`config.mk`:
```
export PLATFORM = sky130hd
export DESIGN_NAME = scim_monitor
export DESIGN_NICKNAME = d
export VERILOG_FILES = /design/src/scim_pkg.sv /design/src/scim_monitor.sv
export SDC_FILE = /design/constraint.sdc
export NUM_CORES = 1
export LEC_CHECK = 0
export BUFFER_PORTS_ARGS = -buffer_cell sky130_fd_sc_hd__buf_4
export CAP_MARGIN = 10
export CORE_ASPECT_RATIO = 0.75
export CORE_MARGIN = 8
export CORE_UTILIZATION = 49
export DETAILED_ROUTE_END_ITERATION = 16
export PLACE_DENSITY = 0.94
export SYNTH_ARGS = -nofsm -noshare
export SYNTH_HDL_FRONTEND = slang
export SYNTH_SLANG_ARGS = --single-unit
```
`constraint.sdc`:
```
create_clock -name clock -period 4.7 [get_ports clock]
set_clock_uncertainty 0.15 [all_clocks]
set_input_delay 1.175 -clock clock [delete_from_list [all_inputs] [get_ports clock]]
set_output_delay 1.175 -clock clock [all_outputs]
set_load 0.05 [all_outputs]
```
`src/scim_pkg.sv`:
```
// Package for the supply and clock integrity monitor: map, fields, states and counts
package scim_pkg;

    // ****************************************
    // Register map
    // ****************************************
    localparam int SCIM_ADDR_W = 12;
    localparam logic [11:0] SCIM_OFS_ICS = 12'h000;
    localparam logic [7:0] SCIM_ICS_RESET = 8'h00;

    // ****************************************
    // Field positions
    // ****************************************
    localparam int SCIM_BIT_WARN_IE = 6;
    localparam int SCIM_BIT_WARN_F = 5;
    localparam int SCIM_BIT_LVD_RF = 4;
    localparam int SCIM_BIT_CLK_IE = 2;
    localparam int SCIM_BIT_CLK_LOST = 1;
    localparam int SCIM_BIT_WDG_RF = 0;

    // ****************************************
    // Counts
    // ****************************************
    localparam int SCIM_DELAY_SHORT = 256;
    localparam int SCIM_DELAY_LONG = 4096;
    localparam int SCIM_SYNC_N = 4;
    localparam int SCIM_SYNC_STAGES = 2;
    localparam int SCIM_IN_BELOW_RISE = 0;
    localparam int SCIM_IN_BELOW_FALL = 1;
    localparam int SCIM_IN_WARN = 2;
    localparam int SCIM_IN_OSC_LOST = 3;

    // ****************************************
    // Types
    // ****************************************
    typedef enum logic [2:0] {
        SCIM_ST_RUN = 3'b001,
        SCIM_ST_LOW = 3'b010,
        SCIM_ST_DELAY = 3'b100
    } scim_state_t;

    typedef struct packed {
        logic warn_ie;
        logic clk_ie;
        logic lvd_rf;
        logic wdg_rf;
    } scim_ctrl_t;

    typedef struct packed {
        logic lvd_en;
        logic css_en;
        logic pll_en;
        logic long_delay;
    } scim_opt_t;

endpackage

```
`src/scim_monitor.sv`:
```
// Supply and clock integrity monitor with its APB control and status register
// Behaviour
// - While supply is low, hold core in reset and pull the reset pin low.
// - Leave low-voltage reset on rising threshold, enter it on falling threshold.
// - Low-voltage reset acts only when enabled by the option setting.
// - Supply warning flag follows its comparator live; software writes are ignored.
// - Warning flag reads 0 above rising threshold, 1 below falling threshold.
// - Warning logic is inert unless low-voltage reset option is enabled.
// - With warning interrupt enabled, every flag change raises a request.
// - Warning enable at bit 6 read/write; pending clears on service entry.
// - No warning interrupt for changes seen during the reset delay.
// - Enabling while flag shows low raises one request, crossing raises another.
// - Enabling after flag cleared gives only later crossing requests.
// - Clock glitch filter runs only with the frequency doubler enabled.
// - Lost main clock selects safe oscillator; recovery switches back automatically.
// - Clock-loss flag bit 1 set by hardware, cleared by read after recovery.
// - Clock-loss flag forced to 0 when clock guard option is off.
// - Clock-loss enable bit 2 read/write; no effect with guard option off.
// - Interrupts need own enable set and the global mask cleared.
// - These interrupts wake from wait mode but never from halt.
// - Halt disables guard and safe oscillator; configuration resumes on exit.
// - Low-voltage reset flag bit 4 set by hardware, cleared by writing zero.
// - Register resets to all zeros with both reset flags resolved to zero.
// - Watchdog flag bit 0 set on watchdog reset, cleared by zero write or low voltage.
// - Low-voltage flag survives later watchdog resets; rst_n clears it.
//
// Added by the designer: the APB register port and the register offsets.
`timescale 1ns/1ns
module scim_monitor
    import scim_pkg::*;
#(
    parameter int DELAY_SHORT = SCIM_DELAY_SHORT,
    parameter int DELAY_LONG = SCIM_DELAY_LONG
) (
    input wire logic clock,
    input wire logic rst_n,
    input wire logic psel,
    input wire logic penable,
    input wire logic pwrite,
    input wire logic [SCIM_ADDR_W-1:0] paddr,
    input wire logic [31:0] pwdata,
    output logic [31:0] prdata,
    output logic pready,
    output logic pslverr,
    input wire scim_opt_t opt,
    input wire logic supply_below_rise,
    input wire logic supply_below_fall,
    input wire logic supply_warn_low,
    input wire logic main_osc_lost,
    input wire logic wdg_reset_evt,
    input wire logic halt_mode,
    input wire logic wait_mode,
    input wire logic irq_global_mask,
    input wire logic warn_irq_ack,
    output logic reset_pin_out,
    output logic reset_pin_oe_n,
    output logic core_reset,
    output logic safe_osc_sel,
    output logic clock_filter_en,
    output logic warn_irq,
    output logic clock_loss_irq,
    output logic wait_wake
);

    localparam int CNT_W = $clog2(DELAY_LONG + 1);

    // ****************************************
    // Input synchronisers
    // ****************************************
    logic [SCIM_SYNC_N-1:0] async_in;
    logic [SCIM_SYNC_N-1:0] sync1_reg;
    logic [SCIM_SYNC_N-1:0] sync2_reg;

    assign async_in = {main_osc_lost, supply_warn_low, supply_below_fall, supply_below_rise};

    genvar gi;
    generate
        for (gi = 0; gi < SCIM_SYNC_N; gi++) begin : g_sync
            always_ff @(posedge clock) begin
                if (!rst_n) begin
                    sync1_reg[gi] <= 1'b0;
                    sync2_reg[gi] <= 1'b0;
                end else begin
                    sync1_reg[gi] <= async_in[gi];
                    sync2_reg[gi] <= sync1_reg[gi];
                end
            end
        end
    endgenerate

    logic below_rise_s;
    logic below_fall_s;
    logic warn_s;
    logic osc_lost_s;

    assign below_rise_s = sync2_reg[SCIM_IN_BELOW_RISE];
    assign below_fall_s = sync2_reg[SCIM_IN_BELOW_FALL];
    assign warn_s = sync2_reg[SCIM_IN_WARN];
    assign osc_lost_s = sync2_reg[SCIM_IN_OSC_LOST];

    // ****************************************
    // Low-voltage reset sequence
    // ****************************************
    scim_state_t state_reg;
    logic [CNT_W-1:0] cnt_reg;
    logic [CNT_W-1:0] delay_last;
    logic in_reset;
    logic lvd_hit;

    assign delay_last = opt.long_delay ? CNT_W'(DELAY_LONG - 1) : CNT_W'(DELAY_SHORT - 1);
    assign in_reset = (state_reg != SCIM_ST_RUN);
    assign lvd_hit = (state_reg == SCIM_ST_LOW);

    always_ff @(posedge clock) begin
        if (!rst_n) begin
            state_reg <= SCIM_ST_RUN;
            cnt_reg <= '0;
        end else begin
            case (state_reg)
                SCIM_ST_RUN: begin
                    if (opt.lvd_en && below_fall_s) begin
                        state_reg <= SCIM_ST_LOW;
                    end
                end
                SCIM_ST_LOW: begin
                    // Hysteresis: only the higher threshold, or opt.lvd_en going low, lets the core out
                    if (!opt.lvd_en) begin
                        state_reg <= SCIM_ST_RUN;
                    end else if (!below_rise_s) begin
                        state_reg <= SCIM_ST_DELAY;
                        cnt_reg <= '0;
                    end
                end
                SCIM_ST_DELAY: begin
                    if (opt.lvd_en && below_fall_s) begin
                        state_reg <= SCIM_ST_LOW;
                    end else if (cnt_reg == delay_last) begin
                        state_reg <= SCIM_ST_RUN;
                    end else begin
                        cnt_reg <= cnt_reg + 1'b1;
                    end
                end
                default: begin
                    state_reg <= SCIM_ST_RUN;
                end
            endcase
        end
    end

    // Pin is open drain: it only ever pulls low, so the level stays zero
    always_ff @(posedge clock) begin
        if (!rst_n) begin
            reset_pin_out <= 1'b0;
            reset_pin_oe_n <= 1'b1;
            core_reset <= 1'b0;
        end else begin
            reset_pin_out <= 1'b0;
            reset_pin_oe_n <= !in_reset;
            core_reset <= in_reset;
        end
    end

    // ****************************************
    // APB slave
    // ****************************************
    scim_ctrl_t ctrl_reg;
    logic warn_flag_reg;
    logic warn_prev_reg;
    logic clk_lost_reg;
    logic warn_pend_reg;
    logic sel_setup;
    logic acc_done;
    logic hit;
    logic wr_ok;
    logic rd_ok;
    logic [7:0] ics_read;

    assign sel_setup = psel && !penable;
    assign acc_done = psel && penable && pready;
    assign hit = (paddr == SCIM_OFS_ICS);
    assign wr_ok = acc_done && pwrite && hit;
    assign rd_ok = acc_done && !pwrite && hit;

    // Reserved bits read as zero
    always_comb begin
        ics_read = SCIM_ICS_RESET;
        ics_read[SCIM_BIT_WARN_IE] = ctrl_reg.warn_ie;
        ics_read[SCIM_BIT_WARN_F] = warn_flag_reg;
        ics_read[SCIM_BIT_LVD_RF] = ctrl_reg.lvd_rf;
        ics_read[SCIM_BIT_CLK_IE] = ctrl_reg.clk_ie;
        ics_read[SCIM_BIT_CLK_LOST] = clk_lost_reg;
        ics_read[SCIM_BIT_WDG_RF] = ctrl_reg.wdg_rf;
    end

    // No wait state: data is latched in setup, so every output is a flop
    always_ff @(posedge clock) begin
        if (!rst_n) begin
            pready <= 1'b0;
            pslverr <= 1'b0;
            prdata <= '0;
        end else begin
            pready <= sel_setup;
            pslverr <= sel_setup && !hit;
            prdata <= (sel_setup && hit && !pwrite) ? {24'h000000, ics_read} : 32'h00000000;
        end
    end

    // ****************************************
    // Control and reset flags
    // ****************************************
    // Enables take reset values while the core is held in reset
    always_ff @(posedge clock) begin
        if (!rst_n) begin
            ctrl_reg.warn_ie <= 1'b0;
            ctrl_reg.clk_ie <= 1'b0;
        end else if (in_reset) begin
            ctrl_reg.warn_ie <= 1'b0;
            ctrl_reg.clk_ie <= 1'b0;
        end else if (wr_ok) begin
            // Bits 7 and 3 have no storage, so a stray one is harmless
            ctrl_reg.warn_ie <= pwdata[SCIM_BIT_WARN_IE];
            ctrl_reg.clk_ie <= pwdata[SCIM_BIT_CLK_IE];
        end
    end

    // Watchdog resets do not touch this flag, so the first failure stays visible
    always_ff @(posedge clock) begin
        if (!rst_n) begin
            ctrl_reg.lvd_rf <= 1'b0;
        end else if (lvd_hit) begin
            ctrl_reg.lvd_rf <= 1'b1;
        end else if (wr_ok && !pwdata[SCIM_BIT_LVD_RF]) begin
            ctrl_reg.lvd_rf <= 1'b0;
        end
    end

    always_ff @(posedge clock) begin
        if (!rst_n) begin
            ctrl_reg.wdg_rf <= 1'b0;
        end else if (wdg_reset_evt) begin
            ctrl_reg.wdg_rf <= 1'b1;
        end else if (lvd_hit) begin
            ctrl_reg.wdg_rf <= 1'b0;
        end else if (wr_ok && !pwdata[SCIM_BIT_WDG_RF]) begin
            ctrl_reg.wdg_rf <= 1'b0;
        end
    end

    // ****************************************
    // Supply warning
    // ****************************************
    logic warn_toggle;
    logic warn_enable_low;

    // A drop caused by switching the option off is not a supply event
    assign warn_toggle = opt.lvd_en && (warn_flag_reg != warn_prev_reg);
    assign warn_enable_low = wr_ok && pwdata[SCIM_BIT_WARN_IE] && !ctrl_reg.warn_ie
        && warn_flag_reg;

    always_ff @(posedge clock) begin
        if (!rst_n) begin
            warn_flag_reg <= 1'b0;
            warn_prev_reg <= 1'b0;
        end else begin
            warn_flag_reg <= opt.lvd_en && warn_s;
            warn_prev_reg <= warn_flag_reg;
        end
    end

    // Set wins over the service acknowledge in the same cycle
    always_ff @(posedge clock) begin
        if (!rst_n) begin
            warn_pend_reg <= 1'b0;
        end else if (in_reset) begin
            warn_pend_reg <= 1'b0;
        end else if ((ctrl_reg.warn_ie && warn_toggle) || warn_enable_low) begin
            warn_pend_reg <= 1'b1;
        end else if (warn_irq_ack) begin
            warn_pend_reg <= 1'b0;
        end
    end

    // ****************************************
    // Clock guard
    // ****************************************
    always_ff @(posedge clock) begin
        if (!rst_n) begin
            safe_osc_sel <= 1'b0;
            clock_filter_en <= 1'b0;
        end else begin
            safe_osc_sel <= opt.css_en && !halt_mode && osc_lost_s;
            clock_filter_en <= opt.css_en && opt.pll_en && !halt_mode;
        end
    end

    // Frozen in halt; a read only clears once the main clock is back
    always_ff @(posedge clock) begin
        if (!rst_n) begin
            clk_lost_reg <= 1'b0;
        end else if (!opt.css_en) begin
            clk_lost_reg <= 1'b0;
        end else if (halt_mode) begin
            clk_lost_reg <= clk_lost_reg;
        end else if (safe_osc_sel) begin
            clk_lost_reg <= 1'b1;
        end else if (rd_ok && !osc_lost_s) begin
            clk_lost_reg <= 1'b0;
        end
    end

    // ****************************************
    // Interrupt requests and wake
    // ****************************************
    logic warn_irq_c;
    logic clk_irq_c;

    assign warn_irq_c = warn_pend_reg && ctrl_reg.warn_ie && !irq_global_mask;
    assign clk_irq_c = clk_lost_reg && ctrl_reg.clk_ie && opt.css_en && !irq_global_mask;

    // Halt wake is deliberately absent: these sources cannot leave halt
    always_ff @(posedge clock) begin
        if (!rst_n) begin
            warn_irq <= 1'b0;
            clock_loss_irq <= 1'b0;
            wait_wake <= 1'b0;
        end else begin
            warn_irq <= warn_irq_c;
            clock_loss_irq <= clk_irq_c;
            wait_wake <= wait_mode && !halt_mode && (warn_irq_c || clk_irq_c);
        end
    end
endmodule

```
# Word-level counts from Yosys, hierarchy flattened
# Index checks and enable logic that the tools add are counted.
dict set report op_classes {
  muxes 21
  add_sub_neg 1
  eq_ne 13
  reduce_logical 55
  bitwise 2
}
# cell n
set op_table {}
lappend op_table {{$mux W13} 4}
lappend op_table {{$logic_and A1 B1 Y1} 31}
lappend op_table {{$pmux W13 S2} 1}
lappend op_table {{$mux W3} 5}
lappend op_table {{$add A13 B1 Y13 const B} 1}
lappend op_table {{$eq A13 B12 Y1} 1}
lappend op_table {{$logic_not A12 Y1} 1}
lappend op_table {{$mux W12} 1}
lappend op_table {{$logic_not A1 Y1} 10}
lappend op_table {{$ne A2 B2 Y1 const B} 5}
lappend op_table {{$mux W1} 9}
lappend op_table {{$pmux W3 S3} 1}
lappend op_table {{$reduce_bool A2 Y1} 4}
lappend op_table {{$ne A3 B3 Y1 const B} 2}
lappend op_table {{$reduce_and A2 Y1} 3}
lappend op_table {{$reduce_and A5 Y1} 1}
lappend op_table {{$eq A3 B1 Y1 const B} 1}
lappend op_table {{$eq A3 B2 Y1 const B} 1}
lappend op_table {{$eq A3 B3 Y1 const B} 1}
lappend op_table {{$ne A3 B1 Y1 const B} 1}
lappend op_table {{$reduce_and A3 Y1} 1}
lappend op_table {{$reduce_bool A3 Y1} 1}
lappend op_table {{$logic_or A1 B1 Y1} 2}
lappend op_table {{$not A1 Y1} 2}
lappend op_table {{2 further kinds} 2}
dict set report totals {
  output_inout_bits 42
  elab_cells 121
  regBits 73
  input_bits 62
}

# Depth between registers and ports, before layout
# Gate-level depths: netlist of run 1.
dict set report logic_depth {
  word_depth 9
  mapped_depth 6
  mapped_depth_nobuf 6
}

# Least setup slack after synthesis of run 1
# Ideal clock, no wire load.
dict set report synth_path {
  path_type {input-to-reg}
  from {input port opt[3] in the netlist's numbering}
  to {register cnt_reg[5]}
  cell_stages 5
  arrival_ns 2.102
  path_buffers 1
  path_slack_ns 2.329
  required_ns 4.431
  setup_ns 0.119
  cell_sequence {nand3b_1 or3_1 clkbuf_2 and2_2 o221a_2}
}
dict set report synth_between {
  elab_chain_len 3
  elab_cells_between_ends 4
  classes_between {eq/ne (2); reduce/logical (2)}
}
# item line_no
set synth_rtl {}
lappend synth_rtl {{from (decl)} scim_monitor.sv:45} ;# input wire scim_opt_t opt,
lappend synth_rtl {{$logic_and A1 B1 Y1} scim_monitor.sv:135} ;# if (opt.lvd_en && below_fall_s) begin
lappend synth_rtl {{$ne A2 B2 Y1 (no line)} -}
lappend synth_rtl {{$reduce_and A5 Y1 (no line) (*)} -}
lappend synth_rtl {{to (signal assigned)} scim_monitor.sv:140} ;# cnt_reg <= cnt_reg + 1'b1;
lappend synth_rtl {{to (decl)} scim_monitor.sv:105} ;# logic [CNT_W-1:0] cnt_reg;
# Mark *: on every way between the ends. The rest lies on a longest branch, timed or not.
# A chain may end at the register's enable or synchronous reset.

# Worst setup path in the final report of run 1
dict set report layout_path {
  from {input port paddr[2]}
  to {register prdata[0]}
}
dict set report layout_between {
  elab_chain_len 4
}
# item line_no
set layout_rtl {}
lappend layout_rtl {{from (decl)} scim_monitor.sv:40} ;# input wire logic [SCIM_ADDR_W-1:0] paddr,
lappend layout_rtl {{$logic_not A12 Y1} scim_monitor.sv:180} ;# assign hit = (paddr == SCIM_OFS_ICS);
lappend layout_rtl {{$logic_and A1 B1 Y1 (2 in series)} scim_monitor.sv:204} ;# prdata <= (sel_setup && hit && !pwrite) ? {24'h000000, ics_read} : 32'h00000000;
lappend layout_rtl {{$reduce_and A2 Y1 (no line)} -}
lappend layout_rtl {{to (signal assigned)} scim_monitor.sv:204}
lappend layout_rtl {{to (decl)} scim_monitor.sv:42} ;# output logic [31:0] prdata,
# No other way between the ends.

==> run summary, run 1 <==
Sw power: 240 uW
Post-layout worst setup margin: 2.14 ns
Post-synth top area cell: dfxtp_1
Sequential-to-total area share from yosys stat: 0.449
Mean Syn Cell Area: 9.08 um2
Largest stage delay, worst path: 0.54 ns
Post-CTS setup buffers: 0
Max reg flops: 13
Number of synthesized register bits: 47
Cell Chain, Critical Path: buf_4, nor4_1, and3_1, nor3b_1, and2_1
Commonest non-fill, non-tap cell in the layout: buf_4
Buf/Inv on CP: 1
CTS Buffer Depth: 2
Max IR drop VDD: 0.000177 V
Fin cells: 336
Vert. Die Dim: 72.7 um
Routability Congestion: 0.883
Largest net degree at the start of global routing: 24
Max frequency: 390 MHz
Post-Synthesis Cells: 231
Vias per cell: 5.28
Rows: 20
Internal power: 569 uW
Worst-margin pin slew: 0.599 ns
Outcome: finished clean
GRT Total Usage: 0.149
Max_slew headroom: 0.600
Nets: 343
Clock transition at the registers of the reported paths: 0.09 ns
Antenna cells: 0
PostCTS Resize Cnt: 0
Top FF cell, synth: dfxtp_1
Top post-synthesis cells by area: dfxtp_1, buf_4, and2_1
Critical Path Slowest Stage Cell: nor3b_1
Final hold violation count: 0
CP Capture Type: flop
CP Launch Type: input port
# hold bufs at CTS: 0
Hold crit path type: reg2reg
CP max FO: 6
Dpl ws: 1.84 ns
Setup-failing EPs final: 0
Root buf cell: clkbuf_8
Mapped Area: 2100 um2
Max-cap violation count: 0
Clk Latency, worst-skew pair: 0.30 ns
First-pass GRT wire length: 8160 um
Post-route ant nets: 0
Synth warn: 0
Part of the power in registers: 0.522
First-pass iteration count of the detailed router: 4
Pleak: 0.00105 uW
Sw Share: 0.296
Final hold slack: 0.286 ns
Share of layout cells above drive strength 1: 0.231
Pwr Density: 324 nW/um2
Hold Crit Depth: 1
Starting DRT DRC Count: 180
Fin crit share: 0.546
Area grow syn2layout: 19.2%
CORE AREA: 4080 um2
Worst r2r path cells: 6
Clock sinks: 47
Final HPWL DP: 3840 um
Filler cells: 341
Most frequent cells in the layout: buf_4, dfxtp_1, conb_1
Io pins: 104
Drc violations: 0
Post-synth ARST share: 0
Clock share of power: 0.313
Final Max Slew Viols: 0
Worst endpoint required time: 4.80 ns
Die ar.: 6650 um2
Yosys cell types: 48
CTS Buf Count: 5
Crit path depth: 5
EDFF count, synth: 0
Starting Density: 0.514
Setup Crit Path Kind: in2reg
R2R setup slack: 2.31 ns
Setup_tns: 0 ns
Top delay family on crit path: simple AND/OR/NAND/NOR gates
Routed WL: 4990 um
Initial antenna violation count: 0
RSZ-0062 raised after global routing: no
Number of vias in the routed layout: 1,775
Post-synth top area share: 0.449
Critical path arrival: 2.66 ns
Combinational power share: 0.165
Vias in the first global route: 1,779
CTS tree: built
Die width: 91.5 um
Wire per inst: 14.9 um
I/O Buffers: 48
H-tree depth: 2
Fin util: 0.613
Fin crit period: 2.56 ns
Grt ovf: 0
Placed cell count: 328
## synthesized netlist by cell type (3+ instances only)
cell	number
dfxtp_1	47
buf_4	27
nand2_1	20
and2_1	16
nor2_1	14
a21oi_1	11
nand3_1	9
o21ai_0	7
nor3_1	6
a31oi_1	5
and3_1	5
inv_1	5
nor3b_1	5
nor4_1	5
nand2b_1	4
nand4_1	4
a211oi_1	3
clkbuf_1	3
## worst reg2reg max path, stage by stage (launching register included)
cell	delay, ns
dfxtp_1	0.40
ha_1	0.22
nand3_1	0.24
or4_4	0.58
o21ai_4	0.27
nand2_4	0.12
a311oi_1	0.30
## metal layers
| metal | vias to the layer above | GRT usage | part of all wire |
|---|---|---|---|
| li1 | 866 | - | - |
| met1 | 827 | 0.175 | 0.42 |
| met2 | 75 | 0.254 | 0.50 |
| met3 | 7 | 0.0401 | 0.066 |
| met4 | 0 | 0.0597 | 0.012 |
| met5 | - | 0 | 0 |
## path summary, 6_finish.rpt
check                                   from           to
worst max register to register    cnt_reg[0]  cnt_reg[11]
worst max-delay path                paddr[2]    prdata[0]
worst min-delay path            sync1_reg[3]   osc_lost_s
worst min register to register  sync1_reg[3]   osc_lost_s
## final cells by class
| cell class | count | area (um2) | area share |
|---|---|---|---|
| clock buffers | 6 | 82.6 | 0.0330 |
| clock inverters | 2 | 16.3 | 0.00651 |
| inverters | 5 | 18.8 | 0.00751 |
| multi-input cells | 173 | 1010 | 0.405 |
| flip-flops and latches | 47 | 941 | 0.377 |
| well taps | 55 | 68.8 | 0.0275 |
| repair buffers | 48 | 360 | 0.144 |
## power by group through the flow
stage / combinational, uW / clock [uW] / sequential [uW]
floorplan: 95.2 / 0 / 444
global placement: 129 / 0 / 429
detailed placement: 132 / 0 / 431
CTS: 133 / 256 / 421
global route: 141 / 272 / 423
finish: 134 / 253 / 422
## stage by stage
step           power [uW]  area, um2
3_5_place_dp          562       2400
2_1_floorplan         539       2190
5_1_grt               837       2500
3_3_place_gp          558       2400
4_1_cts               810       2500
6_report              809       2500
## logic make-up (layout without fill, tap and decap cells)
kind of cell    count (synthesis)  in the layout  share of synthesized area
simple gates                  100            100                      0.266
flops                          47             47                      0.449
compound gates                 42             42                      0.145
buf+inv                        37             61                      0.116
mux                             3              3                     0.0167
fa+ha+maj                       1              1                    0.00597
other cells                     1             27                    0.00179
Power figures use the tool's default switching activity.
==> run 2, diff against run 1 <==
ABC_AREA = 1   (was default)
CORE_UTILIZATION = 42   (was 49)
PLACE_DENSITY = 0.85   (was 0.94)
clock period = 2.1 ns   (was 4.7 ns; I/O delays follow)
==> run 2 against run 1 <==
Compared with the run above:
- via count grew 21%
- worst hold slack lost 0.021 ns
- routed wire length increased by 11%
- clock power grew 130%
- die area increased by 22%
- highest routed layer unchanged
==> run summary, run 2 <==
Outcome: finished clean
Die ar.: 8100 um2 (+22%)
Io pins: 104 (unchanged)
R2R setup slack: 0.17 ns (-2.14 ns)
Number of synthesized register bits: 47 (unchanged)
First-pass iteration count of the detailed router: 5 (+1)
Share of layout cells above drive strength 1: 0.176 (-0.0557)
Final HPWL DP: 4350 um (+13%)
PostCTS Resize Cnt: 0 (unchanged)
Synth warn: 0 (unchanged)
H-tree depth: 2 (unchanged)
Initial antenna violation count: 0 (unchanged)
Met3 wire len: 441 um (+34%)
Worst endpoint required time: 2.17 ns (-2.63 ns)
Met1 wire length: 2350 um (+11%)
Critical Path Slowest Stage Cell: dfxtp_1
Die width: 101 um (+11%)
Post-synth top area share: 0.410 (-0.0382)
Final Max Slew Viols: 0 (unchanged)
Max frequency: 519 MHz
Clock sinks: 47 (unchanged)
Grt ovf: 0 (unchanged)
Setup_tns: 0 ns (unchanged)
Routed WL: 5530 um (+11%)
I/O Buffers: 48 (unchanged)
Fin crit share: 0.918
Setup Crit Path Kind: reg2reg
Total power: 1860 uW (+130%)
Buf/Inv on CP: 1 (unchanged)
Top post-synthesis cells by area: dfxtp_1, nand2_1, nor2_1
Post-CTS setup buffers: 0 (unchanged)
Min-Delay Endpoint: clock_loss_irq
Mean Syn Cell Area: 6.78 um2 (-25%)
Max reg flops: 13 (unchanged)
Fin crit period: 1.93 ns
Pwr Density: 675 nW/um2 (+110%)
Worst hold start: irq_global_mask
EDFF count, synth: 0 (unchanged)
CP Capture Type: flop
GRT Total Usage: 0.136 (-0.0134)
Clk Latency, worst-skew pair: 0.29 ns (about the same)
Max layer used: met4
Nets: 455 (+33%)
Critical register-to-register path startpoint: cnt_reg[1]
Post-synth top area cell: dfxtp_1
Antenna cells: 0 (unchanged)
Vias in the first global route: 2,086 (+17%)
CP max FO: 18 (+12)
Most frequent cells in the layout: nand2_1, nor2_1, buf_4
First-pass GRT wire length: 8950 um (+9.6%)
Root buf cell: clkbuf_8
Most frequent CP cell: nor2_1
Vert. Die Dim: 80.0 um (+10%)
Routability Congestion: 0.904 (+2.5%)
Area grow syn2layout: 20.3%
Yosys cell types: 28 (-42%)
Hold crit path type: in2reg
Area of the multi-input gates: 1040 um2 (+2.8%)
Clock transition at the registers of the reported paths: 0.08 ns (about the same)
Max IR drop VDD: 0.000327 V (+85%)
Critical path arrival: 2.00 ns (-0.66 ns)
Vias per cell: 4.60 (-13%)
Most frequent cell after synthesis: nand2_1
Top delay family on crit path: simple AND/OR/NAND/NOR gates
CTS Buffer Depth: 2 (unchanged)
Hold Crit Depth: 2 (+1)
CORE AREA: 5300 um2 (+30%)
Setup-failing EPs final: 0 (unchanged)
Largest stage delay, worst path: 0.37 ns (-0.17 ns)
Starting Density: 0.433 (-0.0812)
Wire per inst: 11.8 um (-20%)
Max-cap violation count: 0 (unchanged)
Post-Synthesis Cells: 338 (+46%)
Number of vias in the routed layout: 2,153 (+21%)
Commonest non-fill, non-tap cell in the layout: nand2_1
CTS tree: built
Post-route ant nets: 0 (unchanged)
Cell Chain, Critical Path: ha_1, nand2_1, nor2_1, nand2_1, nor2_1, nand2_1, nand2_4, nand2_4, inv_1, nor2_1, nor2_1
Synth top cells by count: nand2_1, nor2_1, dfxtp_1, inv_1, buf_4
Mapped Area: 2290 um2 (+9.3%)
Pleak: 0.00130 uW (+24%)
Rows: 23 (+15%)
Sequential-to-total area share from yosys stat: 0.410 (-0.0382)
Final hold violation count: 0 (unchanged)
Reg2reg end: cnt_reg[1]
CP Launch Type: flop
Post-synth ARST share: 0 (unchanged)
Starting DRT DRC Count: 158 (-12%)
DR WL met2: 2700 um (+8.5%)
Filler cells: 534 (+57%)
FF/Latch Area: 941 um2 (unchanged)
RSZ-0062 raised after global routing: no
# hold bufs at CTS: 0 (unchanged)
Top FF cell, synth: dfxtp_1
Drc violations: 0 (unchanged)
CTS Buf Count: 5 (unchanged)
Worst r2r path cells: 11 (+5)
Largest net degree at the start of global routing: 19 (-21%)
==> run 2: stage by stage <==
step	worst slack (ns)	std cells	util	hold WS (ns)	instance area, um2
floorplan	0.290	364	-	0.240	2390
global placement	0.310	460	0.501	0.245	2650
detailed placement	0.212	460	0.501	0.251	2650
CTS	0.191	468	0.521	0.261	2760
global route	0.00339	468	0.521	0.253	2760
finish	0.173	468	0.521	0.265	2760
==> run 2: logic make-up after synthesis <==
family,Yosys count,share of synthesized area
fa+ha+maj,1,0.00546
buf+inv,80,0.178
other cells,1,0.00164
compound gates,21,0.0513
simple gates,188,0.353
flops,47,0.410
==> run 2: report_power, final <==
part / switching, uW / internal, uW
Combinational: 243 / 92.9
Clock: 287 / 299
Sequential: 15.5 / 924
Total: 545 / 1320
==> run 2: metal layers <==
layer  vias up  global-route usage
met4         0              0.0459
met3         2              0.0340
met1       978               0.156
met5         -                   0
met2        73               0.240
li1       1100                   -
==> run 2: area by class of cell <==
type / count / share of cell area
multi-input cells: 237 / 0.377
flip-flops and latches: 47 / 0.341
repair buffers: 53 / 0.144
inverters: 48 / 0.0654
clock buffers: 7 / 0.0350
well taps: 75 / 0.0340
clock inverters: 1 / 0.00272
==> run 2: worst max path at each step <==
stage / depth (start not counted) / startpoint / end
2_1_floorplan: 11 / cnt_reg[0] / cnt_reg[0]
3_3_place_gp: 11 / cnt_reg[1] / cnt_reg[1]
3_5_place_dp: 11 / cnt_reg[1] / cnt_reg[1]
4_1_cts: 11 / cnt_reg[1] / cnt_reg[1]
5_1_grt: 11 / cnt_reg[1] / cnt_reg[1]
6_report: 11 / cnt_reg[1] / cnt_reg[1]
==> run 2: worst reg2reg max path, cell delays in order (launching register included) <==
cell and delay, ns:
dfxtp_1 0.37, ha_1 0.19, nand2_1 0.08, nor2_1 0.22
nand2_1 0.12, nor2_1 0.09, nand2_1 0.09, nand2_4 0.10
nand2_4 0.14, inv_1 0.14, nor2_1 0.06, nor2_1 0.12
==> run 3, diff against run 2 <==
CELL_PAD_IN_SITES_DETAIL_PLACEMENT = 1   (was default)
CELL_PAD_IN_SITES_GLOBAL_PLACEMENT = 1   (was default)
CORE_UTILIZATION = 28   (was 42)
PLACE_DENSITY = 0.84   (was 0.85)
==> run 3 against run 2 <==
Compared with the run above:
- sequential power about the same
- die area grew 40%
- sequential share of layout area decreased by 0.67 points
- register-to-register slack improved by 0.09 ns
- critical path depth is the same
- count of clock-buffer cells in the layout shrank 1
- highest routed layer unchanged
- worst hold slack got worse by 0.021 ns
- design area rose by 2.0%
- total power up 0.35%
- worst setup slack gained 0.088 ns
- combinational power hardly changed
==> run summary, run 3 (synthesis gave the netlist of run 2 again) <==
Outcome: finished clean
CP max FO: 18 (unchanged)
Worst hold start: supply_below_fall
Drc violations: 0 (unchanged)
Share of layout cells above drive strength 1: 0.182 (+0.00625)
Clock sinks: 47 (unchanged)
RSZ-0062 raised after global routing: no
Commonest non-fill, non-tap cell in the layout: nand2_1
R2R setup slack: 0.26 ns (+0.09 ns)
Vias in the first global route: 2,246 (+7.7%)
Antenna cells: 0 (unchanged)
Io pins: 104 (unchanged)
Pleak: 0.00131 uW (+0.92%)
Vias per cell: 4.34 (-5.8%)
Clock share of power: 0.316 (about the same)
Clk Latency, worst-skew pair: 0.30 ns (about the same)
Final Max Slew Viols: 0 (unchanged)
Routed WL: 6530 um (+18%)
Internal power: 1290 uW (-2.3%)
Most frequent cells in the layout: nand2_1, nor2_1, buf_4
CTS tree: built
PostCTS Resize Cnt: 0 (unchanged)
Starting DRT DRC Count: 78 (-51%)
Final HPWL DP: 5250 um (+21%)
Wire per inst: 13.0 um (+10%)
Min-Delay Endpoint: sync1_reg[1]
CORE AREA: 7920 um2 (+50%)
Hold crit path type: in2reg
First-pass iteration count of the detailed router: 4 (-1)
Max IR drop VDD: 0.000275 V (-16%)
Max frequency: 544 MHz (+4.8%)
Critical path arrival: 1.93 ns (-0.07 ns)
Starting Density: 0.290 (-0.143)
Max-cap violation count: 0 (unchanged)
Worst endpoint required time: 2.20 ns (+0.03 ns)
CP Launch Type: flop
Die width: 120 um (+19%)
I/O Buffers: 48 (unchanged)
Area grow syn2layout: 22.7%
Setup_tns: 0 ns (unchanged)
Final hold slack: 0.244 ns (-0.0209 ns)
Die ar.: 11,400 um2 (+40%)
Root buf cell: clkbuf_8
Post-route ant nets: 0 (unchanged)
Hold Crit Depth: 3 (+1)
H-tree depth: 2 (unchanged)
CP Capture Type: flop
Sw power: 582 uW (+6.7%)
Part of the power in registers: 0.503 (-0.002)
GRT Total Usage: 0.115 (-0.0208)
Nets: 458 (+0.66%)
Pwr Density: 664 nW/um2 (-1.6%)
Fin crit period: 1.84 ns (-0.0876 ns)
Critical Path Start: cnt_reg[1]
Reg2reg end: cnt_reg[1]
Critical register-to-register path startpoint: cnt_reg[1]
Final hold violation count: 0 (unchanged)
Sw Share: 0.312 (+0.0186)
CTS Buf Count: 5 (unchanged)
Grt ovf: 0 (unchanged)
Routability Congestion: 0.744 (-18%)
Post-CTS setup buffers: 0 (unchanged)
Clock transition at the registers of the reported paths: 0.09 ns (about the same)
Setup-failing EPs final: 0 (unchanged)
Rows: 28 (+22%)
Vert. Die Dim: 94.4 um (+18%)
# hold bufs at CTS: 0 (unchanged)
Number of vias in the routed layout: 2,172 (+0.88%)
Setup Crit Path Kind: reg2reg
Worst r2r path cells: 11 (unchanged)
Largest net degree at the start of global routing: 19 (unchanged)
Fin crit share: 0.876 (-0.0417)
Combinational power share: 0.181 (about the same)
First-pass GRT wire length: 10,600 um (+18%)
CTS Buffer Depth: 2 (unchanged)
Initial antenna violation count: 0 (unchanged)
Max reg flops: 13 (unchanged)
## run 3: changes by cell type in the layout (fill, tap and decap cells not counted)
cell      change
buf_4         +3
clkbuf_8      -1
clkinv_4      +1
## run 3: worst max path at each step
| stage | endpoint | slack (ns) | cells past startpoint |
|---|---|---|---|
| 2_1_floorplan | cnt_reg[0] | 0.29 | 11 |
| 3_3_place_gp | prdata[2] | 0.31 | 8 |
| 3_5_place_dp | prdata[5] | 0.21 | 8 |
| 4_1_cts | cnt_reg[1] | 0.25 | 11 |
| 5_1_grt | cnt_reg[1] | 0.09 | 11 |
| 6_report | cnt_reg[1] | 0.26 | 11 |
## run 3: metrics by stage
stage               setup WS [ns]  utilization  power (uW)  cells  cell area [um2]
floorplan                   0.290            -        1230    364             2390
global placement            0.308        0.343        1280    493             2710
detailed placement          0.213        0.343        1300    493             2710
CTS                         0.248        0.355        1890    501             2810
global route               0.0903        0.355        1960    501             2810
finish                      0.261        0.355        1870    501             2810
## run 3: per-layer routing
layer  part of all wire  track usage  vias up
met5                  0            0        -
met4              0.020       0.0497        0
met3              0.038       0.0250       12
met2               0.50        0.210       39
met1               0.44        0.128     1020
li1                   -            -     1101
## run 3: final cells by class
class / instances / area, um2
Multi-Input combinational cell: 237 / 1040
Inverter: 48 / 180
Timing Repair Buffer: 56 / 420
Fill cell: 1071 / 5110
Sequential cell: 47 / 941
Clock inverter: 2 / 16.3
Tap cell: 105 / 131
Clock buffer: 6 / 82.6
## run 3: worst max-delay path: stages (launching register included)
cell and delay, ns:
dfxtp_1 0.37, ha_1 0.18, nand2_1 0.07, nor2_1 0.19
nand2_1 0.11, nor2_1 0.09, nand2_1 0.10, nand2_4 0.11
nand2_4 0.14, inv_1 0.13, nor2_1 0.05, nor2_1 0.09
## run 3: power by group through the flow
stage / logic [uW] / registers (uW) / clock network (uW)
global route: 364 / 944 / 651
finish: 338 / 940 / 590
floorplan: 241 / 993 / 0
CTS: 339 / 940 / 609
global placement: 324 / 959 / 0
detailed placement: 335 / 961 / 0
